[config.mk]
export PLATFORM = sky130hd
export DESIGN_NAME = drive_state_status_word
export DESIGN_NICKNAME = d
export VERILOG_FILES = /design/src/logic/drive_status_pkg.sv /design/src/logic/drive_state_status_word.sv
export SDC_FILE = /design/constraint.sdc
export NUM_CORES = 1
export LEC_CHECK = 0
export ABC_CLOCK_PERIOD_IN_PS = 5300
export BUFFER_PORTS_ARGS = -buffer_cell sky130_fd_sc_hd__buf_2
export CORE_ASPECT_RATIO = 0.5
export CORE_UTILIZATION = 54
export DETAILED_ROUTE_END_ITERATION = 16
export PLACE_DENSITY = 0.83
export SYNTH_ARGS = -nofsm -noshare
export SYNTH_HDL_FRONTEND = slang
export SYNTH_SLANG_ARGS = --single-unit
[constraint.sdc]
create_clock -name sys_clk_i -period 5.3 [get_ports sys_clk_i]
set_clock_uncertainty 0.1 [all_clocks]
set_input_delay 0.53 -clock sys_clk_i [delete_from_list [all_inputs] [get_ports sys_clk_i]]
set_output_delay 0.53 -clock sys_clk_i [all_outputs]
set_load 0.02 [all_outputs]
[src/logic/drive_status_pkg.sv]
// Purpose: Constants and types for the drive status word block
// Assumes: 200 MHz system clock
// Notes: Operating states are numbered as the drive reports them
package drive_status_pkg;
    localparam logic [15:0] DRIVE_STATUS_WORD_OFFSET = 16'h1B04;
    localparam int STATUS_W = 16;
    localparam int BIT_RTSO = 0;
    localparam int BIT_SWON = 1;
    localparam int BIT_OPEN = 2;
    localparam int BIT_FLT = 3;
    localparam int BIT_VOLT = 4;
    localparam int BIT_QSTP = 5;
    localparam int BIT_SOD = 6;
    localparam int BIT_WARN = 7;
    localparam int BIT_HALT = 8;
    localparam int BIT_REM = 9;
    localparam int BIT_MODE_A = 10;
    localparam int BIT_ILIM = 11;
    localparam int BIT_MODE_B = 12;
    localparam int BIT_ERR = 13;
    localparam int BIT_END = 14;
    localparam int BIT_REF = 15;
    localparam logic [15:0] STATUS_RESET = 16'h0000;
    localparam int CLK_MHZ = 200;
    localparam int WARN_HOLD_MS = 100;
    localparam int WARN_HOLD_CYC = WARN_HOLD_MS * 1000 * CLK_MHZ;
    localparam int WARN_CNT_W = 25;

    typedef enum logic [3:0] {
        ST_START = 4'h1,
        ST_NOT_READY = 4'h2,
        ST_SWITCH_ON_DISABLED = 4'h3,
        ST_READY = 4'h4,
        ST_SWITCHED_ON = 4'h5,
        ST_OP_ENABLED = 4'h6,
        ST_QUICK_STOP = 4'h7,
        ST_FAULT_REACTION = 4'h8,
        ST_FAULT = 4'h9
    } op_state_t;

    typedef struct packed {
        logic warn_class0;
        logic fault_reset;
        logic halt_active;
        logic remote;
        logic mode_bit_a;
        logic mode_bit_b;
        logic limit_cond_a;
        logic limit_cond_b;
        logic err_blocking;
        logic mode_start;
        logic mode_stop;
        logic new_mode_start;
        logic standstill;
        logic zero_point_valid;
    } status_cond_t;
endpackage

[src/logic/drive_state_status_word.sv]
// Purpose: Operating-state signal outputs and 16-bit drive status word
// Assumes: Conditions come from same-clock logic; state machine is outside
// Notes: Read port is combinational address match, data registered
`timescale 1ns/1ps

module drive_state_status_word (
    input wire logic sys_clk_i,
    input wire logic sys_rst_i,
    input wire drive_status_pkg::op_state_t op_state_i,
    input wire drive_status_pkg::status_cond_t cond_i,
    input wire logic dc_bus_ok_i,
    input wire logic internal_limit_meaning_select_i,
    input wire logic req_3_to_4_i,
    input wire logic [15:0] rd_addr_i,
    input wire logic rd_en_i,
    output logic allow_3_to_4_o,
    output logic no_fault_o,
    output logic second_digital_output_o,
    output logic [15:0] drive_status_word_o,
    output logic [15:0] rd_data_o,
    output logic rd_valid_o
);
    import drive_status_pkg::*;

    // ****************************************
    // Class-0 warning hold
    // ****************************************
    logic [WARN_CNT_W-1:0] warn_cnt_ff;
    logic warn_ff;
    logic nxt_warn;
    logic [WARN_CNT_W-1:0] nxt_warn_cnt;
    localparam logic [WARN_CNT_W-1:0] WARN_LOAD =
        WARN_CNT_W'(WARN_HOLD_CYC - 1);

    always_comb begin
        nxt_warn = warn_ff;
        nxt_warn_cnt = warn_cnt_ff;
        // Fault reset wins over a warning in the same cycle
        if (cond_i.fault_reset) begin
            nxt_warn = 1'b0;
            nxt_warn_cnt = '0;
        end else if (cond_i.warn_class0) begin
            nxt_warn = 1'b1;
            if (!warn_ff) begin
                nxt_warn_cnt = WARN_LOAD;
            end else if (warn_cnt_ff != '0) begin
                nxt_warn_cnt = warn_cnt_ff - 1'b1;
            end
        end else if (warn_ff) begin
            if (warn_cnt_ff == '0) begin
                nxt_warn = 1'b0;
            end else begin
                nxt_warn_cnt = warn_cnt_ff - 1'b1;
            end
        end
    end

    always_ff @(posedge sys_clk_i) begin
        if (sys_rst_i) begin
            warn_ff <= 1'b0;
            warn_cnt_ff <= '0;
        end else begin
            warn_ff <= nxt_warn;
            warn_cnt_ff <= nxt_warn_cnt;
        end
    end

    // ****************************************
    // Process-end tracking
    // ****************************************
    typedef enum logic [1:0] {
        PE_IDLE = 2'b00,
        PE_RUN = 2'b01,
        PE_STOPPING = 2'b10
    } proc_state_t;

    proc_state_t proc_ff;
    proc_state_t nxt_proc;

    always_comb begin
        case (proc_ff)
            PE_IDLE: begin
                nxt_proc = cond_i.mode_start ? PE_RUN : PE_IDLE;
            end
            PE_RUN: begin
                if (cond_i.new_mode_start) begin
                    nxt_proc = PE_RUN;
                end else if (cond_i.mode_start) begin
                    nxt_proc = PE_RUN;
                end else if (cond_i.mode_stop) begin
                    nxt_proc = cond_i.standstill ? PE_IDLE : PE_STOPPING;
                end else begin
                    nxt_proc = PE_RUN;
                end
            end
            PE_STOPPING: begin
                if (cond_i.mode_start || cond_i.new_mode_start) begin
                    nxt_proc = PE_RUN;
                end else if (cond_i.standstill) begin
                    nxt_proc = PE_IDLE;
                end else begin
                    nxt_proc = PE_STOPPING;
                end
            end
            default: begin
                nxt_proc = PE_IDLE;
            end
        endcase
    end

    always_ff @(posedge sys_clk_i) begin
        if (sys_rst_i) begin
            proc_ff <= PE_IDLE;
        end else begin
            proc_ff <= nxt_proc;
        end
    end

    // ****************************************
    // Zero point
    // ****************************************
    logic ref_ok_ff;

    always_ff @(posedge sys_clk_i) begin
        if (sys_rst_i) begin
            ref_ok_ff <= 1'b0;
        end else begin
            ref_ok_ff <= cond_i.zero_point_valid;
        end
    end

    // ****************************************
    // Status word assembly
    // ****************************************
    logic [15:0] nxt_status;
    logic [15:0] status_ff;
    logic no_fault_ff;
    logic active_ff;
    logic allow_ff;

    always_comb begin
        nxt_status = STATUS_RESET;
        case (op_state_i)
            ST_SWITCH_ON_DISABLED: begin
                nxt_status[BIT_SOD] = 1'b1;
            end
            ST_READY: begin
                nxt_status[BIT_RTSO] = 1'b1;
                nxt_status[BIT_QSTP] = 1'b1;
            end
            ST_SWITCHED_ON: begin
                nxt_status[BIT_RTSO] = 1'b1;
                nxt_status[BIT_SWON] = 1'b1;
                nxt_status[BIT_QSTP] = 1'b1;
            end
            ST_OP_ENABLED: begin
                nxt_status[BIT_RTSO] = 1'b1;
                nxt_status[BIT_SWON] = 1'b1;
                nxt_status[BIT_OPEN] = 1'b1;
                nxt_status[BIT_QSTP] = 1'b1;
            end
            ST_QUICK_STOP: begin
                nxt_status[BIT_RTSO] = 1'b1;
                nxt_status[BIT_SWON] = 1'b1;
                nxt_status[BIT_OPEN] = 1'b1;
            end
            ST_FAULT_REACTION: begin
                nxt_status[BIT_RTSO] = 1'b1;
                nxt_status[BIT_SWON] = 1'b1;
                nxt_status[BIT_OPEN] = 1'b1;
                nxt_status[BIT_FLT] = 1'b1;
            end
            ST_FAULT: begin
                nxt_status[BIT_FLT] = 1'b1;
            end
            default: begin
                nxt_status = STATUS_RESET;
            end
        endcase
        nxt_status[BIT_VOLT] = dc_bus_ok_i;
        nxt_status[BIT_WARN] = nxt_warn;
        nxt_status[BIT_HALT] = cond_i.halt_active;
        nxt_status[BIT_REM] = cond_i.remote;
        nxt_status[BIT_MODE_A] = cond_i.mode_bit_a;
        nxt_status[BIT_MODE_B] = cond_i.mode_bit_b;
        nxt_status[BIT_ILIM] = internal_limit_meaning_select_i ?
            cond_i.limit_cond_b : cond_i.limit_cond_a;
        nxt_status[BIT_ERR] = cond_i.err_blocking;
        nxt_status[BIT_END] = (nxt_proc == PE_IDLE);
        nxt_status[BIT_REF] = cond_i.zero_point_valid;
    end

    // ****************************************
    // Status word register
    // ****************************************
    always_ff @(posedge sys_clk_i) begin
        if (sys_rst_i) begin
            status_ff <= STATUS_RESET;
        end else begin
            status_ff <= nxt_status;
        end
    end

    // ****************************************
    // Operating-state signal outputs
    // ****************************************
    logic nxt_no_fault;
    logic nxt_active;

    always_comb begin
        case (op_state_i)
            ST_READY, ST_SWITCHED_ON, ST_OP_ENABLED: begin
                nxt_no_fault = 1'b1;
            end
            default: begin
                nxt_no_fault = 1'b0;
            end
        endcase
        nxt_active = (op_state_i == ST_OP_ENABLED);
    end

    // Same edge as the status word, so both always agree
    always_ff @(posedge sys_clk_i) begin
        if (sys_rst_i) begin
            no_fault_ff <= 1'b0;
            active_ff <= 1'b0;
        end else begin
            no_fault_ff <= nxt_no_fault;
            active_ff <= nxt_active;
        end
    end

    // ****************************************
    // Transition gate from state 3 to 4
    // ****************************************
    logic nxt_allow;

    always_comb begin
        nxt_allow = 1'b0;
        if (op_state_i == ST_SWITCH_ON_DISABLED && req_3_to_4_i) begin
            nxt_allow = dc_bus_ok_i;
        end
    end

    always_ff @(posedge sys_clk_i) begin
        if (sys_rst_i) begin
            allow_ff <= 1'b0;
        end else begin
            allow_ff <= nxt_allow;
        end
    end

    // ****************************************
    // Fieldbus read port
    // ****************************************
    logic [15:0] rd_data_ff;
    logic rd_valid_ff;
    logic [15:0] nxt_rd_data;

    // Unmapped addresses read as zero
    always_comb begin
        nxt_rd_data = STATUS_RESET;
        if (rd_en_i && rd_addr_i == DRIVE_STATUS_WORD_OFFSET) begin
            nxt_rd_data = status_ff;
        end
    end

    always_ff @(posedge sys_clk_i) begin
        if (sys_rst_i) begin
            rd_data_ff <= STATUS_RESET;
            rd_valid_ff <= 1'b0;
        end else begin
            rd_valid_ff <= rd_en_i;
            rd_data_ff <= nxt_rd_data;
        end
    end

    assign allow_3_to_4_o = allow_ff;
    assign no_fault_o = no_fault_ff;
    assign second_digital_output_o = active_ff;
    assign drive_status_word_o = status_ff;
    assign rd_data_o = rd_data_ff;
    assign rd_valid_o = rd_valid_ff;
endmodule

==> results_dict.tcl, run 1 <==
set metrics [dict create \
    status "complete, no violations" \
    area_growth_pct 24.0 \
    syn_area_um2 2480 \
    reg2reg_slack_ns 2.97 \
    clockBufferDepth 2 \
    async_reset_ff_share_pct 0 \
    critPathKind "flip-flop to flip-flop" \
    seq_area_frac_synth_pct 50.0 \
    drive_gt1_share_pct 32.1 \
    synthMuxAreaShare_pct 1.21 \
    postRouteAntennaNets 0 \
    syn_nets 298 \
    fin_ws_ns 2.97 \
    die_h_um 49.9 \
    synth_area_per_cell_um2 9.70 \
    dp_worst_setup_slack_ns 2.91 \
    drc 0 \
    ys_ff_latch 62 \
    cp_top_family "simple AND/OR/NAND/NOR gates" \
    cpPeakStageDelay_ns 0.50 \
    cp_cell_sequence "nor4_1 > nand4_1 > o211a_1 > a211oi_1 > a311oi_1" \
    cts_setup_buffers 0 \
    ctsResizeCount 0 \
    synthSimpleGateAreaFrac_pct 29.1 \
    cts_root_buf "clkbuf_8" \
    crit_cells 5 \
    synthFlopType "dfxtp_1" \
    clkLatencyLatePin_ns 0.34 \
    worst_slew_pin_slew_ns 1.01 \
    overflow 0 \
    synth_top_family_by_area "simple AND/OR/NAND/NOR gates" \
    initial_core_util_pct 59.9 \
    antenna_cells 0 \
    dieArea_um2 4890 \
    relSlewSlack_pct 32.1 \
    cts.hold.buffers_added 0 \
    critPathCaptureType "flip-flop" \
    grt_pass1_wl_mm 8.87 \
    vias 2098 \
    viasPerCell 5.38 \
    yosysWarnings 0 \
    fin_crit_ns 2.33 \
    synth_edf_count 0 \
    slowest_stage "o211a_1" \
    crit_fanout 11 \
    finalSetupViolations 0 \
    cts_htree_levels 3 \
    dr.pass1.iters 4 \
    antenna_found_initial 0 \
    reg2reg_from "warn_cnt_ff[9]" \
    reg2reg_depth 5 \
    synthXorXnorAreaFrac_pct 2.82 \
    cts_buffers 9 \
    min_path_type "input port to flip-flop" \
    cp_data_required_time_ns 5.41 \
    hold_viol 0 \
    grt_pass1_vias 1969 \
    rsz0062_at_grt "false" \
    setup_tns_ns 0 \
    synth_compound_area_share_pct 12.9 \
    tritoncts "done" \
    start_kind "flip-flop" \
    cap_violations 0 \
    p_per_area_nw_per_um2 335 \
    gp_congestion 0.793 \
    ys_types 51 \
    grt_use_total_pct 23.7 \
    wirelength_mm 5.46 \
    worstPathArrival_ns 2.44 \
    io_pins 76 \
    leakage_nw 1.34 \
    startpoint "warn_cnt_ff[9]" \
    fp.dieW_um 97.9 \
    port_buffers 75 \
    crit_end "warn_cnt_ff[3]" \
    post_drt_wl_per_cell_um 14.0 \
    rows 16 \
    final_max_slew_viol_count 0 \
    clk_pin_slew_ns 0.08 \
    grt_max_degree 23 \
    fmax_mhz 429 \
    synthAdderAreaFrac_pct 1.01 \
    core_area_um2 4140 \
    dpl.hpwl_mm 3.97 \
    syn_inst 256 \
    peakVddDrop_uv 223 \
    nets 373 \
    r2r-end "warn_cnt_ff[3]" \
    drtIter0Drc 69 \
    crit_buf_inv 0 \
    finalCritPeriodShare_pct 44.0 \
    clock_sinks 62 \
]
[layer usage]
metal	vias to the layer above	share of wire, %	track usage (%)
met3	9	4.3	7.80
met4	0	1.6	10.1
met1	974	42	25.2
met2	44	52	43.7
li1	1071	-	-
met5	-	0	0
[stage by stage]
step                      area [µm²]  cells  power [mW]  hold slack (ns)  util, %
after global placement          2870    374       0.611            0.329     69.4
after floorplan                 2480    256       0.581            0.346        -
after CTS                       3080    390        1.04            0.275     74.3
final                           3080    390        1.03            0.293     74.3
after detailed placement        2870    374       0.617            0.337     69.4
after global routing            3080    390        1.07            0.288     74.3
[state kept, by name (all words and copies together), names as in the netlist]
signal,flops
warn_cnt_ff,25
drive_status_word_o,16
rd_data_o,16
proc_ff,2
allow_3_to_4_o,1
rd_valid_o,1
second_digital_output_o,1
[synthesized netlist by cell type, types with 2 or more instances]
master | count | area, µm²
dfxtp_1 | 62 | 1240
nor2_1 | 23 | 86.3
and2_1 | 17 | 106
nor2b_1 | 15 | 93.8
a21oi_1 | 14 | 70.1
nand2_1 | 14 | 52.6
nor3_1 | 8 | 40.0
clkbuf_1 | 7 | 26.3
a211oi_1 | 5 | 37.5
nor4_1 | 5 | 31.3
or4_1 | 5 | 37.5
xor2_1 | 5 | 43.8
a31oi_1 | 4 | 25.0
inv_1 | 4 | 15.0
nand3_1 | 4 | 20.0
o21ai_0 | 4 | 20.0
o31ai_1 | 4 | 30.0
a311oi_1 | 3 | 26.3
mux2i_1 | 3 | 30.0
nand2b_1 | 3 | 18.8
o211ai_1 | 3 | 22.5
or2_2 | 3 | 18.8
or3_1 | 3 | 18.8
xnor2_1 | 3 | 26.3
a31o_2 | 2 | 17.5
buf_4 | 2 | 15.0
ha_1 | 2 | 25.0
nand4_1 | 2 | 12.5
nor4_2 | 2 | 25.0
nor4b_1 | 2 | 17.5
nor4b_2 | 2 | 30.0
or4_4 | 2 | 22.5
[cell families (layout without fill, tap and decap cells)]
logic type               count (synthesis)  in the layout
buffers and inverters                   15             95
multiplexers                             3              3
flip-flops                              62             62
AO/OA/AOI/OAI                           47             47
adder cells (fa/ha/maj)                  2              2
XOR/XNOR                                 8              8
AND/OR/NAND/NOR                        119            119
[worst min-delay path by stage]
stage,startpoint,slack (ns),depth (start not counted),end
finish,op_state_i[0],0.29,2,second_digital_output_o
global route,op_state_i[0],0.29,2,second_digital_output_o
CTS,op_state_i[0],0.28,2,second_digital_output_o
detailed placement,drive_status_word_o[3],0.34,1,rd_data_o[3]
global placement,drive_status_word_o[12],0.33,1,rd_data_o[12]
floorplan,warn_cnt_ff[23],0.35,2,warn_cnt_ff[23]
[area by class of cell]
class / count / area (µm²)
flip-flops and latches: 62 / 1240
well taps: 54 / 67.6
clock buffers: 9 / 124
multi-input cells: 179 / 1170
clock inverters: 7 / 81.3
inverters: 4 / 15.0
repair buffers: 75 / 375
fillers: 296 / 1060
[cells in the final DEF (no fill, tap or decap), types with 2 or more instances in the layout]
cell type and n:
xnor2_1 3, dfxtp_1 62, inv_1 4, mux2i_1 3
nand2_1 14, xor2_1 5, nand4_1 2, a31o_2 2
nor4b_1 2, nor3_1 8, a21oi_1 14, and2_1 17
o31ai_1 4, buf_2 75, nand3_1 4, nor2_1 23
or3_1 3, or4_1 5, a31oi_1 4, nor4_1 4
nor2b_1 15, or4_4 2, o211ai_1 3, clkbuf_8 9
nor4b_2 2, clkinv_4 2, ha_1 2, o21ai_0 4
nand2b_1 3, inv_6 3, or2_2 3, a311oi_1 3
nor4_2 3, a211oi_1 5
[where the power goes]
part	switching, mW	leakage, nW	total (mW)	internal (mW)
Clock	0.200	0.101	0.424	0.223
Sequential	0.0122	0.506	0.492	0.480
Combinational	0.0686	0.729	0.115	0.0465
Total	0.281	1.34	1.03	0.750
[worst reg2reg max path, delay by kind of cell (launching register included)]
kind / cells / cell delay [ns]
and+or+nand+nor: 2 / 0.89
AOI/OAI and AO/OA: 3 / 0.87
DFF: 1 / 0.35
(Power assumes the default switching activity.)
==> inputs of run 2 (changes only) <==
--- a/config.mk
+++ b/config.mk
@@ -5,12 +5,12 @@
 export SDC_FILE = /design/constraint.sdc
 export NUM_CORES = 1
 export LEC_CHECK = 0
-export ABC_CLOCK_PERIOD_IN_PS = 5300
+export ABC_CLOCK_PERIOD_IN_PS = 2400
 export BUFFER_PORTS_ARGS = -buffer_cell sky130_fd_sc_hd__buf_2
 export CORE_ASPECT_RATIO = 0.5
-export CORE_UTILIZATION = 54
+export CORE_UTILIZATION = 50
 export DETAILED_ROUTE_END_ITERATION = 16
-export PLACE_DENSITY = 0.83
+export PLACE_DENSITY = 0.78
 export SYNTH_ARGS = -nofsm -noshare
 export SYNTH_HDL_FRONTEND = slang
 export SYNTH_SLANG_ARGS = --single-unit
==> constraint.sdc (replaced) <==
create_clock -name sys_clk_i -period 2.4 [get_ports sys_clk_i]
set_clock_uncertainty 0.1 [all_clocks]
set_input_delay 0.24 -clock sys_clk_i [delete_from_list [all_inputs] [get_ports sys_clk_i]]
set_output_delay 0.24 -clock sys_clk_i [all_outputs]
set_load 0.02 [all_outputs]
==> run 2 against run 1 <==
Against the previous run: cell area increased by 2.8%; clock power increased by 140%; combinational power increased by 130%; critical path depth unchanged; wire length increased by 2.9%; count of clock-buffer cells in the layout increased by 1; total power increased by 130%; first-iteration DRC count decreased by 61%; global-route usage decreased by 0.25 points; hold slack got worse by 0.28 ns; highest routed layer unchanged.
==> results_dict.tcl, run 2 (synthesis gave the netlist of run 1 again) <==
set metrics [dict create \
    status "complete, no violations" \
    rows 17 \
    nets 379 \
    postRouteAntennaNets 0 \
    setup_tns_ns 0 \
    dieArea_um2 5270 \
    core_area_um2 4570 \
    critPathKind "flip-flop to flip-flop" \
    r2r-end "warn_cnt_ff[5]" \
    drtIter0Drc 27 \
    viasPerCell 5.23 \
    startpoint "warn_cnt_ff[20]" \
    clk_pin_slew_ns 0.07 \
    start_kind "flip-flop" \
    finalCritPeriodShare_pct 88.5 \
    dpl_cell_area_um2 2930 \
    min_delay_path_depth 2 \
    peakVddDrop_uv 479 \
    grt_max_degree 23 \
    clockBufferDepth 2 \
    initial_core_util_pct 54.3 \
    cts_buffers 9 \
    final_max_slew_viol_count 0 \
    drc 0 \
    critPathCaptureType "flip-flop" \
    io_pins 76 \
    clock_sinks 62 \
    fmax_mhz 471 \
    antenna_cells 0 \
    relSlewSlack_pct 60.7 \
    largest_reg_flops 25 \
    final_cell_area_um2 3170 \
    post_drt_wl_per_cell_um 13.8 \
    reg2reg_slack_ns 0.28 \
    antenna_found_initial 0 \
    reg2reg_depth 5 \
    min_from "cond_i[0]" \
    grt_pass1_wl_mm 9.20 \
    hold-path-endpoint "drive_status_word_o[15]" \
    cp_data_required_time_ns 2.50 \
    die_h_um 51.8 \
    fin_hold_ws_ns 0.0112 \
    crit_fanout 9 \
    drive_gt1_share_pct 33.0 \
    overflow 0 \
    dp_cells 391 \
    area_growth_pct 27.6 \
    leakage_nw 1.37 \
    worstPathArrival_ns 2.23 \
    fp.dieW_um 102 \
    dpl.hpwl_mm 4.03 \
    worst_slew_pin_slew_ns 0.575 \
    reg2reg_from "warn_cnt_ff[20]" \
    largest_register "warn_cnt_ff" \
    final_common_cell "buf_2" \
    grt_use_total_pct 23.4 \
    most-common-layout-cells "buf_2, dfxtp_1, nor2_1, and2_1, nor2b_1" \
    cts_root_buf "clkbuf_8" \
    rsz0062_at_grt "false" \
    finalSetupViolations 0 \
    p_per_area_nw_per_um2 753 \
    vias 2132 \
    dp_worst_setup_slack_ns 0.289 \
    grt_pass1_vias 2034 \
    min_path_type "input port to flip-flop" \
    port_buffers 75 \
    hold_viol 0 \
    wirelength_mm 5.62 \
    tritoncts "done" \
    final_cells 408 \
    fin_crit_ns 2.12 \
    dr.pass1.iters 4 \
    clkLatencyLatePin_ns 0.33 \
    fin_ws_ns 0.275 \
    cts_htree_levels 3 \
    cap_violations 0 \
    gp_congestion 0.868 \
]
## run 2: changes by cell type in the layout (fill, tap and decap cells not counted), sizes merged
cell         previous run  this run
dlygate4sd3             0         1
clkinv                  2         1
buf                    75        80
clkbuf                  9        10
inv                     7         5
bufinv                  1         2
clkinvlp                1         2
## run 2: critical path: stages, from the launching register on
cell      delay (ns)
dfxtp_1         0.36
or4_4           0.57
nand4b_4        0.25
o211a_1         0.36
a211oi_1        0.28
a311oi_1        0.08
## run 2: worst max path at each step
stage	end	slack [ns]	cells past startpoint
2_1_floorplan	warn_cnt_ff[5]	0.41	6
6_report	warn_cnt_ff[5]	0.28	5
3_5_place_dp	warn_cnt_ff[5]	0.29	5
5_1_grt	warn_cnt_ff[18]	0.13	5
3_3_place_gp	warn_cnt_ff[5]	0.37	5
4_1_cts	warn_cnt_ff[5]	0.27	5
## run 2: power breakdown
part	internal (mW)	switching, mW
logic	0.110	0.154
registers	1.06	0.0279
clock network	0.618	0.414
## run 2: what timing repair did
item | in CTS | in global routing
buffers inserted | 0 | 0
resized for setup | 0 | 0
hold endpoints to repair | 1 | 0
hold buffers | 1 | 0
## run 2: cell type report
cell class / count / area [µm²]
inverters: 4 / 15.0
clock buffers: 10 / 138
well taps: 66 / 82.6
multi-input cells: 179 / 1170
clock inverters: 6 / 92.6
fillers: 360 / 1410
flip-flops and latches: 62 / 1240
repair buffers: 81 / 423
## run 2: through the flow
stage | power (mW) | utilization (%)
6_report | 2.38 | 69.2
5_1_grt | 2.47 | 69.2
4_1_cts | 2.40 | 69.2
3_5_place_dp | 1.37 | 64.0
3_3_place_gp | 1.36 | 64.0
2_1_floorplan | 1.28 | -
## run 2: routing by layer
metal	global-route usage, %	share of wire, %
met5	0	0
met4	12.8	1.6
met3	7.80	5.9
met1	27.5	44
met2	38.5	49
